**config.mk**
```make
export PLATFORM = sky130hd
export DESIGN_NAME = mti_target_inputs
export DESIGN_NICKNAME = d
export VERILOG_FILES = /design/src/hdl/mti_pkg.sv /design/src/hdl/mti_pwm_meas.sv /design/src/hdl/mti_target_inputs.sv
export SDC_FILE = /design/constraint.sdc
export NUM_CORES = 1
export LEC_CHECK = 0
export ABC_CLOCK_PERIOD_IN_PS = 11600
export BUFFER_PORTS_ARGS = -buffer_cell sky130_fd_sc_hd__buf_2
export CAP_MARGIN = 20
export CORE_MARGIN = 3
export CORE_UTILIZATION = 33
export DETAILED_ROUTE_END_ITERATION = 10
export GPL_ROUTABILITY_DRIVEN = 0
export SKIP_LAST_GASP = 1
export SLEW_MARGIN = 10
export SYNTH_ARGS = -nofsm -noshare
export SYNTH_HDL_FRONTEND = slang
export SYNTH_SLANG_ARGS = --single-unit
```
**constraint.sdc**
```tcl
create_clock -name SYS_CLK_I -period 11.6 [get_ports SYS_CLK_I]
set_input_delay 1.16 -clock SYS_CLK_I [delete_from_list [all_inputs] [get_ports SYS_CLK_I]]
set_output_delay 1.16 -clock SYS_CLK_I [all_outputs]
set_load 0.01 [all_outputs]
```
**src/hdl/mti_pkg.sv**
```systemverilog
// Shared constants and carrier types for the motion target input logic
package mti_pkg;
	// ----------------------------------------------------------------
	// Timing
	// ----------------------------------------------------------------
	localparam int CLK_PERIOD_NS = 8;
	localparam int PWM_UNIT_NS = 40;
	localparam int PWM_MAX_UNITS = 65000;
	localparam int PWM_MAX_CYC = PWM_MAX_UNITS * PWM_UNIT_NS / CLK_PERIOD_NS;
	localparam int PER_TOL_US = 4;
	localparam int PER_TOL_CYC = PER_TOL_US * 1000 / CLK_PERIOD_NS;
	localparam int CNT_W = 19;
	localparam int DUTY_W = 16;
	localparam int FILT_W = 8;

	// ----------------------------------------------------------------
	// Registers and fields
	// ----------------------------------------------------------------
	localparam logic [31:0] STEP_INC_RST = 32'h0000_0000;
	localparam logic [31:0] FLAGS_RST = 32'h0000_0000;
	localparam int FLAG_LOW_BIT = 0;
	localparam int FLAG_HIGH_BIT = 1;
	localparam int FLAG_PER_BIT = 2;
	localparam logic [3:0] MODE_ANALOG_FIRST = 4'hA;
	localparam logic [3:0] MODE_PWM_FIRST = 4'hD;

	typedef enum logic [1:0] {KIND_TORQUE, KIND_VELOCITY, KIND_POSITION} mti_kind_t;

	typedef struct packed {
		logic [3:0] mode;
		logic signed [15:0] offset;
		logic signed [15:0] scale;
		logic [FILT_W-1:0] filt_len;
	} mti_cfg_t;

	typedef struct packed {
		logic fault_low;
		logic fault_high;
		logic per_err;
		logic duty_valid;
		logic [DUTY_W-1:0] duty;
	} mti_meas_t;

	typedef struct packed {
		logic active;
		logic use_pwm;
		mti_kind_t kind;
		logic signed [31:0] value;
	} mti_target_t;
endpackage

```
**src/hdl/mti_pwm_meas.sv**
```systemverilog
// PWM period and duty measurement with constant-level detection
`timescale 1ns/10ps
module mti_pwm_meas #(
	parameter int MAX_CYC = mti_pkg::PWM_MAX_CYC
) (
	input wire logic clk_i,
	input wire logic rst_i,
	input wire logic lvl_i,
	output mti_pkg::mti_meas_t meas_o
);
	typedef enum logic {DIV_IDLE, DIV_BUSY} mti_div_st_t;

	localparam int CW = mti_pkg::CNT_W;
	localparam logic [CW-1:0] MAX_C = CW'(MAX_CYC);
	localparam logic [CW-1:0] TOL_C = CW'(mti_pkg::PER_TOL_CYC);

	mti_div_st_t state;
	logic lvl_q;
	logic [CW-1:0] cnt;
	logic [CW-1:0] hi_cnt;
	logic [CW-1:0] ref_per;
	logic [CW-1:0] divisor;
	logic [CW:0] rem;
	logic [CW:0] rem2;
	logic [CW-1:0] diff;
	logic [mti_pkg::DUTY_W-1:0] quo;
	logic [3:0] bit_n;
	logic synced;
	logic ref_ok;
	logic rise;
	logic fall;
	logic timeout;
	logic dev_bad;

	assign rise = lvl_i & ~lvl_q;
	assign fall = ~lvl_i & lvl_q;
	assign timeout = (cnt == MAX_C);
	assign diff = (cnt > ref_per) ? cnt - ref_per : ref_per - cnt;
	assign dev_bad = ref_ok && (diff > TOL_C);
	assign rem2 = {rem[CW-1:0], 1'b0};

	// ----------------------------------------------------------------
	// Period counting
	// ----------------------------------------------------------------
	always_ff @(posedge clk_i) begin
		if (rst_i) begin
			lvl_q <= 1'b0;
			cnt <= '0;
			hi_cnt <= '0;
			synced <= 1'b0;
			ref_ok <= 1'b0;
			ref_per <= '0;
		end else begin
			lvl_q <= lvl_i;
			if (fall)
				hi_cnt <= cnt;
			if (rise) begin
				cnt <= CW'(1);
				synced <= 1'b1;
				if (synced && !timeout) begin
					ref_per <= cnt;
					ref_ok <= 1'b1;
				end
			end else if (!timeout) begin
				cnt <= cnt + CW'(1);
			end else begin
				synced <= 1'b0;
				ref_ok <= 1'b0;
			end
		end
	end

	// ----------------------------------------------------------------
	// Duty division and flags
	// ----------------------------------------------------------------
	always_ff @(posedge clk_i) begin
		if (rst_i) begin
			state <= DIV_IDLE;
			rem <= '0;
			divisor <= '0;
			quo <= '0;
			bit_n <= '0;
			meas_o <= '0;
		end else begin
			meas_o.fault_low <= timeout && !lvl_i;
			meas_o.fault_high <= timeout && lvl_i;
			meas_o.per_err <= rise && synced && !timeout && dev_bad;
			meas_o.duty_valid <= 1'b0;
			unique case (state)
				DIV_IDLE: begin
					if (rise && synced && !timeout && !dev_bad) begin
						rem <= {1'b0, hi_cnt};
						divisor <= cnt;
						bit_n <= 4'hF;
						state <= DIV_BUSY;
					end
				end
				DIV_BUSY: begin
					if (rem2 >= {1'b0, divisor}) begin
						rem <= rem2 - {1'b0, divisor};
						quo <= {quo[14:0], 1'b1};
					end else begin
						rem <= rem2;
						quo <= {quo[14:0], 1'b0};
					end
					bit_n <= bit_n - 4'h1;
					if (bit_n == 4'h0) begin
						state <= DIV_IDLE;
						meas_o.duty_valid <= 1'b1;
						meas_o.duty <= {quo[14:0], rem2 >= {1'b0, divisor}};
					end
				end
			endcase
		end
	end

	period_dev_a: assert property (@(posedge clk_i) disable iff (rst_i)
		rise && synced && !timeout && ref_ok && diff > TOL_C |=> meas_o.per_err)
		else $error("period deviation not flagged");

	stuck_flag_a: assert property (@(posedge clk_i) disable iff (rst_i)
		timeout && !lvl_i |=> meas_o.fault_low && !meas_o.fault_high)
		else $error("stuck low not reported");
endmodule

```
**src/hdl/mti_target_inputs.sv**
```systemverilog
// Step/direction target position and single-pin target value logic
`timescale 1ns/10ps
module mti_target_inputs #(
	parameter int PWM_TIMEOUT_CYC = mti_pkg::PWM_MAX_CYC
) (
	input wire logic SYS_CLK_I,
	input wire logic RST_I,
	input wire logic STEP_I,
	input wire logic DIR_I,
	input wire logic PWM_I,
	input wire logic [15:0] ANALOG_TARGET_I,
	input wire mti_pkg::mti_cfg_t CFG_I,
	input wire logic [31:0] REG_WDATA_I,
	input wire logic STEP_INC_WR_I,
	input wire logic FLAGS_WR_I,
	output logic [31:0] STEP_INC_O,
	output logic [31:0] FLAGS_O,
	output logic [31:0] TARGET_POSITION_O,
	output mti_pkg::mti_target_t SP_TARGET_O
);
	logic signed [31:0] step_inc;
	logic signed [31:0] target_pos;
	logic step_s1;
	logic step_s2;
	logic step_s3;
	logic dir_s1;
	logic dir_s2;
	logic step_evt;
	logic pwm_q;
	logic pwm_filt;
	logic [mti_pkg::FILT_W-1:0] filt_cnt;
	mti_pkg::mti_meas_t meas;
	logic [mti_pkg::DUTY_W-1:0] duty_hold;
	logic [2:0] flags;
	logic sp_active;
	logic sp_pwm;
	mti_pkg::mti_kind_t sp_kind;
	logic [3:0] kind_code;
	logic [15:0] raw;
	logic signed [17:0] shifted;
	logic signed [33:0] product;
	logic pwm_fault;

	assign STEP_INC_O = step_inc;
	assign TARGET_POSITION_O = target_pos;
	assign FLAGS_O = {29'h0000_0000, flags};
	assign step_evt = step_s2 & ~step_s3;

	// ----------------------------------------------------------------
	// Step and direction
	// ----------------------------------------------------------------
	// two-flop synchronisers and edge detect
	always_ff @(posedge SYS_CLK_I) begin
		if (RST_I) begin
			step_s1 <= 1'b0;
			step_s2 <= 1'b0;
			step_s3 <= 1'b0;
			dir_s1 <= 1'b0;
			dir_s2 <= 1'b0;
		end else begin
			step_s1 <= STEP_I;
			step_s2 <= step_s1;
			step_s3 <= step_s2;
			dir_s1 <= DIR_I;
			dir_s2 <= dir_s1;
		end
	end

	always_ff @(posedge SYS_CLK_I) begin
		if (RST_I)
			step_inc <= mti_pkg::STEP_INC_RST;
		else if (STEP_INC_WR_I)
			step_inc <= REG_WDATA_I;
	end

	always_ff @(posedge SYS_CLK_I) begin
		if (RST_I)
			target_pos <= '0;
		else if (step_evt && dir_s2)
			target_pos <= target_pos - step_inc;
		else if (step_evt)
			target_pos <= target_pos + step_inc;
	end

	// ----------------------------------------------------------------
	// PWM spike filter and measurement
	// ----------------------------------------------------------------
	// level must persist filt_len + 1 cycles to pass
	always_ff @(posedge SYS_CLK_I) begin
		if (RST_I) begin
			pwm_q <= 1'b0;
			pwm_filt <= 1'b0;
			filt_cnt <= '0;
		end else begin
			pwm_q <= PWM_I;
			if (pwm_q == pwm_filt) begin
				filt_cnt <= '0;
			end else if (filt_cnt >= CFG_I.filt_len) begin
				pwm_filt <= pwm_q;
				filt_cnt <= '0;
			end else begin
				filt_cnt <= filt_cnt + 1'b1;
			end
		end
	end

	mti_pwm_meas #(
		.MAX_CYC(PWM_TIMEOUT_CYC)
	) u_meas (
		.clk_i(SYS_CLK_I),
		.rst_i(RST_I),
		.lvl_i(pwm_filt),
		.meas_o(meas)
	);

	always_ff @(posedge SYS_CLK_I) begin
		if (RST_I)
			duty_hold <= '0;
		else if (meas.duty_valid)
			duty_hold <= meas.duty;
	end

	// ----------------------------------------------------------------
	// Status flags
	// ----------------------------------------------------------------
	// new fault wins over a clearing write
	always_ff @(posedge SYS_CLK_I) begin
		if (RST_I) begin
			flags <= mti_pkg::FLAGS_RST[2:0];
		end else begin
			flags[mti_pkg::FLAG_LOW_BIT] <= meas.fault_low
				| (flags[mti_pkg::FLAG_LOW_BIT] & ~FLAGS_WR_I);
			flags[mti_pkg::FLAG_HIGH_BIT] <= meas.fault_high
				| (flags[mti_pkg::FLAG_HIGH_BIT] & ~FLAGS_WR_I);
			flags[mti_pkg::FLAG_PER_BIT] <= meas.per_err
				| (flags[mti_pkg::FLAG_PER_BIT] & ~FLAGS_WR_I);
		end
	end

	// ----------------------------------------------------------------
	// Mode decode and target value
	// ----------------------------------------------------------------
	// select source and target kind
	always_comb begin
		sp_active = (CFG_I.mode >= mti_pkg::MODE_ANALOG_FIRST);
		sp_pwm = (CFG_I.mode >= mti_pkg::MODE_PWM_FIRST);
		kind_code = sp_pwm ? CFG_I.mode - mti_pkg::MODE_PWM_FIRST
			: CFG_I.mode - mti_pkg::MODE_ANALOG_FIRST;
		sp_kind = mti_pkg::mti_kind_t'(kind_code[1:0]);
	end

	assign raw = sp_pwm ? duty_hold : ANALOG_TARGET_I;
	assign pwm_fault = meas.fault_low | meas.fault_high;
	assign shifted = $signed({2'b00, raw}) + 18'(CFG_I.offset);
	assign product = shifted * 34'(CFG_I.scale);

	always_ff @(posedge SYS_CLK_I) begin
		if (RST_I) begin
			SP_TARGET_O <= '0;
		end else begin
			SP_TARGET_O.active <= sp_active;
			SP_TARGET_O.use_pwm <= sp_pwm;
			SP_TARGET_O.kind <= sp_active ? sp_kind : mti_pkg::KIND_TORQUE;
			if (!sp_active || (sp_pwm && pwm_fault))
				SP_TARGET_O.value <= '0;
			else
				SP_TARGET_O.value <= product[31:0];
		end
	end

	// ----------------------------------------------------------------
	// Checks
	// ----------------------------------------------------------------
	inc_reset_zero_a: assert property (@(posedge SYS_CLK_I)
		RST_I |=> step_inc == 32'h0000_0000)
		else $error("step increment not zero after reset");

	step_up_a: assert property (@(posedge SYS_CLK_I) disable iff (RST_I)
		step_evt && !dir_s2 |=> target_pos == $past(target_pos) + $past(step_inc))
		else $error("step with direction low did not add");

	step_down_a: assert property (@(posedge SYS_CLK_I) disable iff (RST_I)
		step_evt && dir_s2 |=> target_pos == $past(target_pos) - $past(step_inc))
		else $error("step with direction high did not subtract");

	pos_hold_a: assert property (@(posedge SYS_CLK_I) disable iff (RST_I)
		!step_evt |=> $stable(target_pos))
		else $error("target position moved without step");

	mode_none_a: assert property (@(posedge SYS_CLK_I) disable iff (RST_I)
		CFG_I.mode < 4'hA |=> !SP_TARGET_O.active && SP_TARGET_O.value == 32'h0)
		else $error("single-pin source used in plain mode");

	mode_pwm_a: assert property (@(posedge SYS_CLK_I) disable iff (RST_I)
		CFG_I.mode == 4'hE |=> SP_TARGET_O.use_pwm && SP_TARGET_O.kind == mti_pkg::KIND_VELOCITY)
		else $error("mode 14 not decoded as pwm velocity");

	fault_zero_a: assert property (@(posedge SYS_CLK_I) disable iff (RST_I)
		sp_pwm && meas.fault_high |=> SP_TARGET_O.value == 32'h0)
		else $error("stuck pwm did not zero target");

	flag_clear_a: assert property (@(posedge SYS_CLK_I) disable iff (RST_I)
		FLAGS_WR_I && !meas.fault_low && !meas.fault_high |=> FLAGS_O[1:0] == 2'b00)
		else $error("status write did not clear flags");

	flag_sticky_a: assert property (@(posedge SYS_CLK_I) disable iff (RST_I)
		meas.fault_low ##1 !FLAGS_WR_I[*2] |-> FLAGS_O[0])
		else $error("constant low flag lost");

	filter_pass_a: assert property (@(posedge SYS_CLK_I) disable iff (RST_I)
		$changed(pwm_filt) |-> pwm_filt == $past(pwm_q) && $past(filt_cnt) >= $past(CFG_I.filt_len))
		else $error("spike filter passed early");
endmodule

```
* After elaboration in Yosys (flattened, before gate mapping) *
Index checks and enable logic that the tools add are counted.

storage, ports and cells
  input bits = 99
  register bits = 272
  output and inout bits = 132

cells by class
  $lt $le $gt $ge = 6
  reductions and logical operators = 28
  multipliers = 1
  add/subtract/negate cells = 11
  bitwise operators = 17
  equality and inequality tests = 5
  muxes and demuxes = 21

operators by type and width
  cell                                                             number
  2-to-1 mux 32 bit                                                2
  2-to-1 mux 19 bit                                                3
  subtractor 19 bit                                                3
  one-hot mux 19 bit (2 select lines)                              1
  adder 32 bit                                                     1
  multiplier 18 x 16 -> 32 bit                                     1
  subtractor 32 bit                                                1
  greater-or-equal comparator 20 x 19 -> 1 bit                     1
  adder 19 x 1 -> 19 bit (second input constant)                   1
  == test 19 bit (second input constant)                           1
  greater-than comparator 19 bit                                   1
  greater-than comparator 19 x 9 -> 1 bit (second input constant)  1
  adder 17 x 16 -> 18 bit                                          1
  2-to-1 mux 17 bit                                                1
  2-to-1 mux 16 bit                                                1
  logical AND 1 bit                                                10
  AND reduction 2 bit                                              5
  2-to-1 mux 1 bit                                                 9
  adder 8 x 1 -> 8 bit (second input constant)                     1
  greater-or-equal comparator 4 bit (second input constant)        2
  greater-or-equal comparator 8 bit                                1
  one-hot mux 4 bit (2 select lines)                               1
  OR reduction 2 bit                                               4
  NOT 1 bit                                                        7
  other kinds (16)                                                 29

* Depth between registers and ports, before layout *
Gate-level depths: netlist of the first run.

  depth after elaboration = 8
  depth in mapped cells = 43
  depth with buffers taken out = 41

* Modules after synthesis *
From an unflattened synthesis of the first run, not the netlist that was laid out.

second synthesis, totals
  cells, all modules = 3261
  area, all modules = 27263.6 um^2

modules (own cells, without submodules)
  module             sequential area each (um^2)  cells each  times used  area an instance (um^2)
  mti_target_inputs  2682.6                       2126        1           18417.7
  mti_pwm_meas       2762.6                       1135        1           8846.0

* Worst setup path before layout of the first run *
OpenSTA, ideal clock, no wires.

  kind = input-to-reg
  start = in CFG_I[40] (netlist bit)
  end = reg SP_TARGET_O[30] (netlist bit)
  path slack = 1.295 ns
  data arrival time = 10.178 ns
  stages on the path = 39
  library setup time = 0.128 ns
  path buffers = 3
  required time = 11.472 ns
  path through = inv_1 > ha_1 > inv_1 > o211ai_1 > buf_1 > clkbuf_1 > mux2_2 > ha_1 > inv_1 > fa_1 > nor2b_1 > o31a_1 > o211ai_1 > nand2_1 > a311oi_1 > nor3_1 > a211oi_1 > clkbuf_1 > [... 3 more ...] > fa_1 > inv_1 > fa_1 > fa_1 > inv_1 > fa_1 > inv_1 > ha_1 > a2111o_1 > o32a_1 > nand3_1 > a21oi_1 > o311ai_0 > a31oi_1 > o21ai_0 > nand2b_1 > xnor2_1 > nor2_1

between the ends
  longest elaborated chain between the ends = 4
  elaborated cells on any way between the ends = 9
  classes of those cells = 1 x add/sub; 1 x mul; 2 x order compare; 1 x mux; 4 x reduce/logical

ends and longest elaborated chain
  element                                                                    line                                                source
  start: declaration                                                         mti_target_inputs.sv:12                             input wire mti_pkg::mti_cfg_t CFG_I,
  greater-or-equal comparator 4 bit (on tied branches)                       mti_target_inputs.sv:146, mti_target_inputs.sv:145
  2-to-1 mux 16 bit (tied with other cells)                                  mti_target_inputs.sv:152                            assign raw = sp_pwm ? duty_hold : ANALOG_TARGET_I;
  adder 17 x 16 -> 18 bit / logical OR 1 bit (equally long branches)         mti_target_inputs.sv:154, mti_target_inputs.sv:164
  multiplier 18 x 16 -> 32 bit / OR reduction 2 bit (equally long branches)  n/a
  end: declaration                                                           mti_target_inputs.sv:19                             output mti_pkg::mti_target_t SP_TARGET_O

Parallel ways exist; a longest one is shown, timed or not.
A chain may end at the register's enable or synchronous reset.

* Worst setup path in the final report of the first run *
  start = in CFG_I[40] (netlist bit)
  end = reg SP_TARGET_O[31] (netlist bit)

Same word-level chain as after synthesis.

==> impl_metrics.env, run 1 <==
export IMPL_area_growth_pct=11.9
export IMPL_synth_avg_cell_area_um2=8.39
export IMPL_vias=22000
export IMPL_async_flop_share=0
export IMPL_clock_skew_ps=34.2
export IMPL_fmax_ghz=0.0983
export IMPL_drv_slew=0
export IMPL_insertion_delay_ps=570
export IMPL_num_rows=104
export IMPL_final_cell_mix="448 x inv_1, 371 x nand2_1, 277 x fa_1, 271 x dfxtp_1, 235 x nor2_1"
export IMPL_hp_start="u_meas.meas_o[17]$_SDFF_PP0_"
export IMPL_drtPass1Iterations=5
export IMPL_cp_startpoint="CFG_I[40]"
export IMPL_dpl_cell_area_um2=28900
export IMPL_htreeDepth=2
export IMPL_multi_input_area_um2=19100
export IMPL_die_area_um2=85100
export IMPL_ant_nets=0
export IMPL_grt_ovfl_total=0
export IMPL_start_util=0.334
export IMPL_antenna_found_initial=9
export IMPL_critPathMaxFanout=16
export IMPL_die_y_um=292
export IMPL_ys_seq_area_frac=0.202
export IMPL_root_buffer="clkbuf_16"
export IMPL_relSlewSlack=0.296
export IMPL_yosysWarnings=0
export IMPL_cts_tree="yes"
export IMPL_synth_edf_count=0
export IMPL_crit_arrival_ps=10580
export IMPL_cts_setup_buffers=0
export IMPL_chipWidth_um=292
export IMPL_fin_crit_sh=0.877
export IMPL_grtUsageTotal=0.176
export IMPL_fin_nets=3916
export IMPL_ys_ff_latch=272
export IMPL_synthesis_area_um2=26900
export IMPL_setup_viol=0
export IMPL_drive_gt1_frac=0.104
export IMPL_cts_buffers_inserted=36
export IMPL_end_kind="register"
export IMPL_tns_ps=0
export IMPL_preCtsSetupSlack_ps=509
export IMPL_max_stage_delay_ps=540
export IMPL_core_area_um2=80700
export IMPL_grt_pass1_vias=21800
export IMPL_r2r_start="duty_hold[0]$_SDFFE_PP0P_"
export IMPL_routed_wl_um=75500
export IMPL_path_class="in2reg"
export IMPL_fin_crit_ps=10170
export IMPL_hold_violations=0
export IMPL_synth_cell_types=84
export IMPL_drtIter0Drc=1269
export IMPL_clk_pin_slew_ps=50
export IMPL_rsz0062_at_grt="false"
export IMPL_ios=231
export IMPL_outcome="finished clean"
export IMPL_cts_buffer_depth=3
export IMPL_fin_util=0.374
export IMPL_dp_hpwl_um=57900
export IMPL_cts_repair_resized=0
export IMPL_routedWlPerCell_um=17.1
export IMPL_holdCritPathClass="reg2reg"
export IMPL_cp_slowest_cell="fa_1"
export IMPL_ys_flop_type="dfxtp_1"
export IMPL_clock_sinks=272
export IMPL_fillCellCount=8401
export IMPL_crit_required_ps=12010
export IMPL_syn_inst=3212
export IMPL_final_common_cell="inv_1"
export IMPL_crit_path_frequent_cell="inv_1"
export IMPL_start_kind="input port"
export IMPL_drv_cap=0
export IMPL_drc=0
export IMPL_grt_pass1_wl_um=121000
export IMPL_register_area_um2=5450
export IMPL_hold_buffers=0
export IMPL_portBuffers=201
export IMPL_tightestPinTransition_ps=1060
export IMPL_layout_setup_ws_ps=1430
export IMPL_viasPerCell=4.98
export IMPL_grt_max_degree=102
export IMPL_design_area_um2=30200
## through the flow
| step | instances | hold slack [ps] |
|---|---|---|
| after CTS | 4420 | 444 |
| after global routing | 4422 | 460 |
| after floorplan | 3240 | 413 |
| after detailed placement | 4355 | 432 |
| after global placement | 4355 | 433 |
| final | 4423 | 436 |
## path summary, 6_finish.rpt
kind                                      to  slack, ps  cells past startpoint
setup reg to reg  SP_TARGET_O[31]$_SDFF_PP0_       2750                     35
hold reg to reg          flags[2]$_SDFF_PP0_        440                      2
hold / removal           flags[2]$_SDFF_PP0_        440                      2
setup / recovery  SP_TARGET_O[31]$_SDFF_PP0_       1430                     40
## per-layer routing
layer  GRT usage  part of all wire
met1       0.243              0.46
met2       0.291              0.47
met3      0.0252             0.046
met4      0.0397             0.020
met5           0           0.00012
## cell usage after synthesis (all sizes together), types with 6 or more instances
master	instances	area, um2
and3	24	150
nand2b	25	156
nor2b	41	257
or2	10	62.6
a21o	29	218
inv	448	1680
mux2i	72	721
nor4	14	87.6
nor3	54	270
xor2	54	473
fa	277	5550
dfxtp	272	5450
or3	12	75.1
xnor2	115	1010
o21a	23	173
nand2	372	1400
nand3	51	255
a211oi	19	143
o311ai	23	209
o31ai	10	80.1
ha	205	2560
or4	19	143
o311a	15	150
o21bai	18	135
nor2	236	888
o21ai	92	460
a21oi	198	1000
and2	132	826
clkbuf	125	470
o41ai	23	265
buf	54	365
mux2	19	214
nand4	18	113
a31oi	22	138
a311oi	6	52.6
o211ai	12	90.1
## state kept, by name, indices dropped and copies added, names as in the netlist, 3 cells and up
name,count
SP_TARGET_O,36
STEP_INC_O,32
TARGET_POSITION_O,32
u_meas.meas_o,20
u_meas.cnt,19
u_meas.divisor,19
u_meas.hi_cnt,19
u_meas.ref_per,19
u_meas.rem,19
duty_hold,16
u_meas.quo,15
filt_cnt,8
u_meas.bit_n,4
flags,3
## cells by family (layout without fill, tap and decap cells)
kind of cell,after synthesis,in the layout,share of synthesized area
AOI/OAI and AO/OA,546,546,0.135
xor gates and xnor gates,169,169,0.0549
adders and majority gates,482,482,0.301
buffers and inverters,627,749,0.0934
DFF,272,272,0.202
muxes,91,91,0.0347
other,1,30,0.000139
and+or+nand+nor,1024,1024,0.179
## critical path: cells and delay by family
kind,cells,cell delay [ps]
adder cells (fa/ha/maj),9,3570
AO/OA/AOI/OAI,10,2690
AND/OR/NAND/NOR,7,1380
buffers and inverters,11,1080
multiplexers,1,350
XOR/XNOR,2,310
## area by class of cell
type,count,share of cell area
Sequential cell,272,0.181
Multi-Input combinational cell,2341,0.635
Inverter,448,0.0558
Timing Repair Buffer,236,0.0429
Tap cell,1060,0.0440
Antenna cell,1,0.0000830
Clock inverter,11,0.00676
Clock buffer,54,0.0352
Power of run 1 is not shown: default switching activity piles up to over one toggle a cycle in this logic, so the estimate is an artifact.
==> inputs of run 2 (changes only) <==
- CORE_ASPECT_RATIO: not set -> 1.2
- CORE_UTILIZATION: 33 -> 62
- PLACE_DENSITY: not set -> 0.82
==> run 2 against run 1 <==
  * Register-to-register slack worse by 370 ps
  * Non-clock buffer count is 1 lower
  * Flip-flop and latch count stayed put
  * Cell count is 12% lower
  * Sequential share of layout area is 0.49 points higher
  * First-iteration DRC count is 26% higher
  * Largest cell class unchanged
==> impl_metrics.env, run 2 (same netlist as run 1, synthesis figures left out) <==
export IMPL_chipWidth_um=196
export IMPL_grt_ovfl_total=0
export IMPL_num_rows=83
export IMPL_crit_path_frequent_cell="fa_1"
export IMPL_die_area_um2=46000
export IMPL_vias=23100
export IMPL_viasPerCell=5.91
export IMPL_max_stage_delay_ps=800
export IMPL_portBuffers=201
export IMPL_start_util=0.628
export IMPL_clk_pin_slew_ps=60
export IMPL_crit_cells=39
export IMPL_final_common_cell="inv_1"
export IMPL_drv_cap=0
export IMPL_cts_repair_resized=0
export IMPL_crit_arrival_ps=10920
export IMPL_antenna_found_initial=3
export IMPL_drc=0
export IMPL_crit_required_ps=12060
export IMPL_holdCritPathClass="reg2reg"
export IMPL_cts_tree="yes"
export IMPL_htreeDepth=1
export IMPL_relSlewSlack=0.283
export IMPL_dp_hpwl_um=54700
export IMPL_grt_pass1_vias=24100
export IMPL_critPathMaxFanout=20
export IMPL_routed_wl_um=71200
export IMPL_whs_path_depth=2
export IMPL_final_cell_mix="448 x inv_1, 371 x nand2_1, 277 x fa_1, 271 x dfxtp_1, 235 x nor2_1"
export IMPL_largest_register="SP_TARGET_O"
export IMPL_largest_register_ffs=36
export IMPL_core_area_um2=42900
export IMPL_drtPass1Iterations=8
export IMPL_hold_violations=0
export IMPL_cp_slowest_cell="o311ai_0"
export IMPL_fmax_ghz=0.0956
export IMPL_insertion_delay_ps=600
export IMPL_tns_ps=0
export IMPL_drive_gt1_frac=0.104
export IMPL_die_y_um=234
export IMPL_cts_setup_buffers=0
export IMPL_r2r_cells=33
export IMPL_fin_crit_sh=0.902
export IMPL_path_class="in2reg"
export IMPL_clock_sinks=272
export IMPL_ios=231
export IMPL_rsz0062_at_grt="false"
export IMPL_hold_buffers=0
export IMPL_tightestPinTransition_ps=1080
export IMPL_cts_buffer_depth=3
export IMPL_cts_buffers_inserted=30
export IMPL_grt_pass1_wl_um=116000
export IMPL_clock_skew_ps=22.9
export IMPL_highest_layer="met5"
export IMPL_end_kind="register"
export IMPL_worst_path_dominant_cell_family="adder cells"
export IMPL_routedWlPerCell_um=18.2
export IMPL_ant_nets=0
export IMPL_outcome="finished clean"
export IMPL_grtUsageTotal=0.304
export IMPL_fin_crit_ps=10460
export IMPL_root_buffer="clkbuf_16"
export IMPL_regToRegSetupSlack_ps=2380
export IMPL_grt_max_degree=101
export IMPL_setup_viol=0
export IMPL_fillCellCount=3380
export IMPL_critPathBufInv=9
export IMPL_drv_slew=0
export IMPL_wl_met2_um=36600
export IMPL_wl_met3_um=4770
export IMPL_fin_nets=3909
export IMPL_drtIter0Drc=1594
export IMPL_m1WireLength_um=26000
export IMPL_start_kind="input port"
export IMPL_area_growth_pct=8.91
[run 2: per-stage QoR]
step | std cells | instance area (um2) | hold WS [ps] | worst slack (ps) | utilization
2_1_floorplan | 3240 | 27100 | 413 | 1290 | -
4_1_cts | 3903 | 29300 | 456 | 1250 | 0.684
3_5_place_dp | 3847 | 28200 | 442 | 656 | 0.657
3_3_place_gp | 3847 | 28200 | 421 | 883 | 0.657
5_1_grt | 3905 | 29300 | 471 | 659 | 0.684
6_report | 3906 | 29400 | 452 | 1140 | 0.684
[run 2: final timing paths]
| path | start | end |
|---|---|---|
| setup / recovery | CFG_I[40] | SP_TARGET_O[30]$_SDFF_PP0_ |
| setup reg to reg | duty_hold[0]$_SDFFE_PP0P_ | SP_TARGET_O[30]$_SDFF_PP0_ |
| hold reg to reg | u_meas.meas_o[17]$_SDFF_PP0_ | flags[2]$_SDFF_PP0_ |
| hold / removal | u_meas.meas_o[17]$_SDFF_PP0_ | flags[2]$_SDFF_PP0_ |
[run 2: final cells by class]
class | instances | area (um2) | area share
Antenna cell | 2 | 5.00 | 0.000171
Clock buffer | 39 | 855 | 0.0291
Timing Repair Buffer | 235 | 1290 | 0.0439
Inverter | 448 | 1680 | 0.0573
Tap cell | 552 | 691 | 0.0235
Clock inverter | 17 | 265 | 0.00904
Multi-Input combinational cell | 2341 | 19100 | 0.651
Sequential cell | 272 | 5450 | 0.186
[run 2: routing by layer]
layer  GRT usage  vias to the layer above
li1            -                    10700
met1       0.343                    11200
met2       0.557                      931
met3      0.0463                      272
met4       0.159                        4
met5           0                        -
[run 2: worst register-to-register path: cells and delay by family (launching register included)]
kind                     cells  cell delay (ps)
AO/OA/AOI/OAI               10             3210
XOR/XNOR                     1              140
adder cells (fa/ha/maj)      9             3820
buffers and inverters        5              500
flip-flops                   1              310
multiplexers                 1              260
AND/OR/NAND/NOR              7              820
Power of run 2 is left out for the same reason.
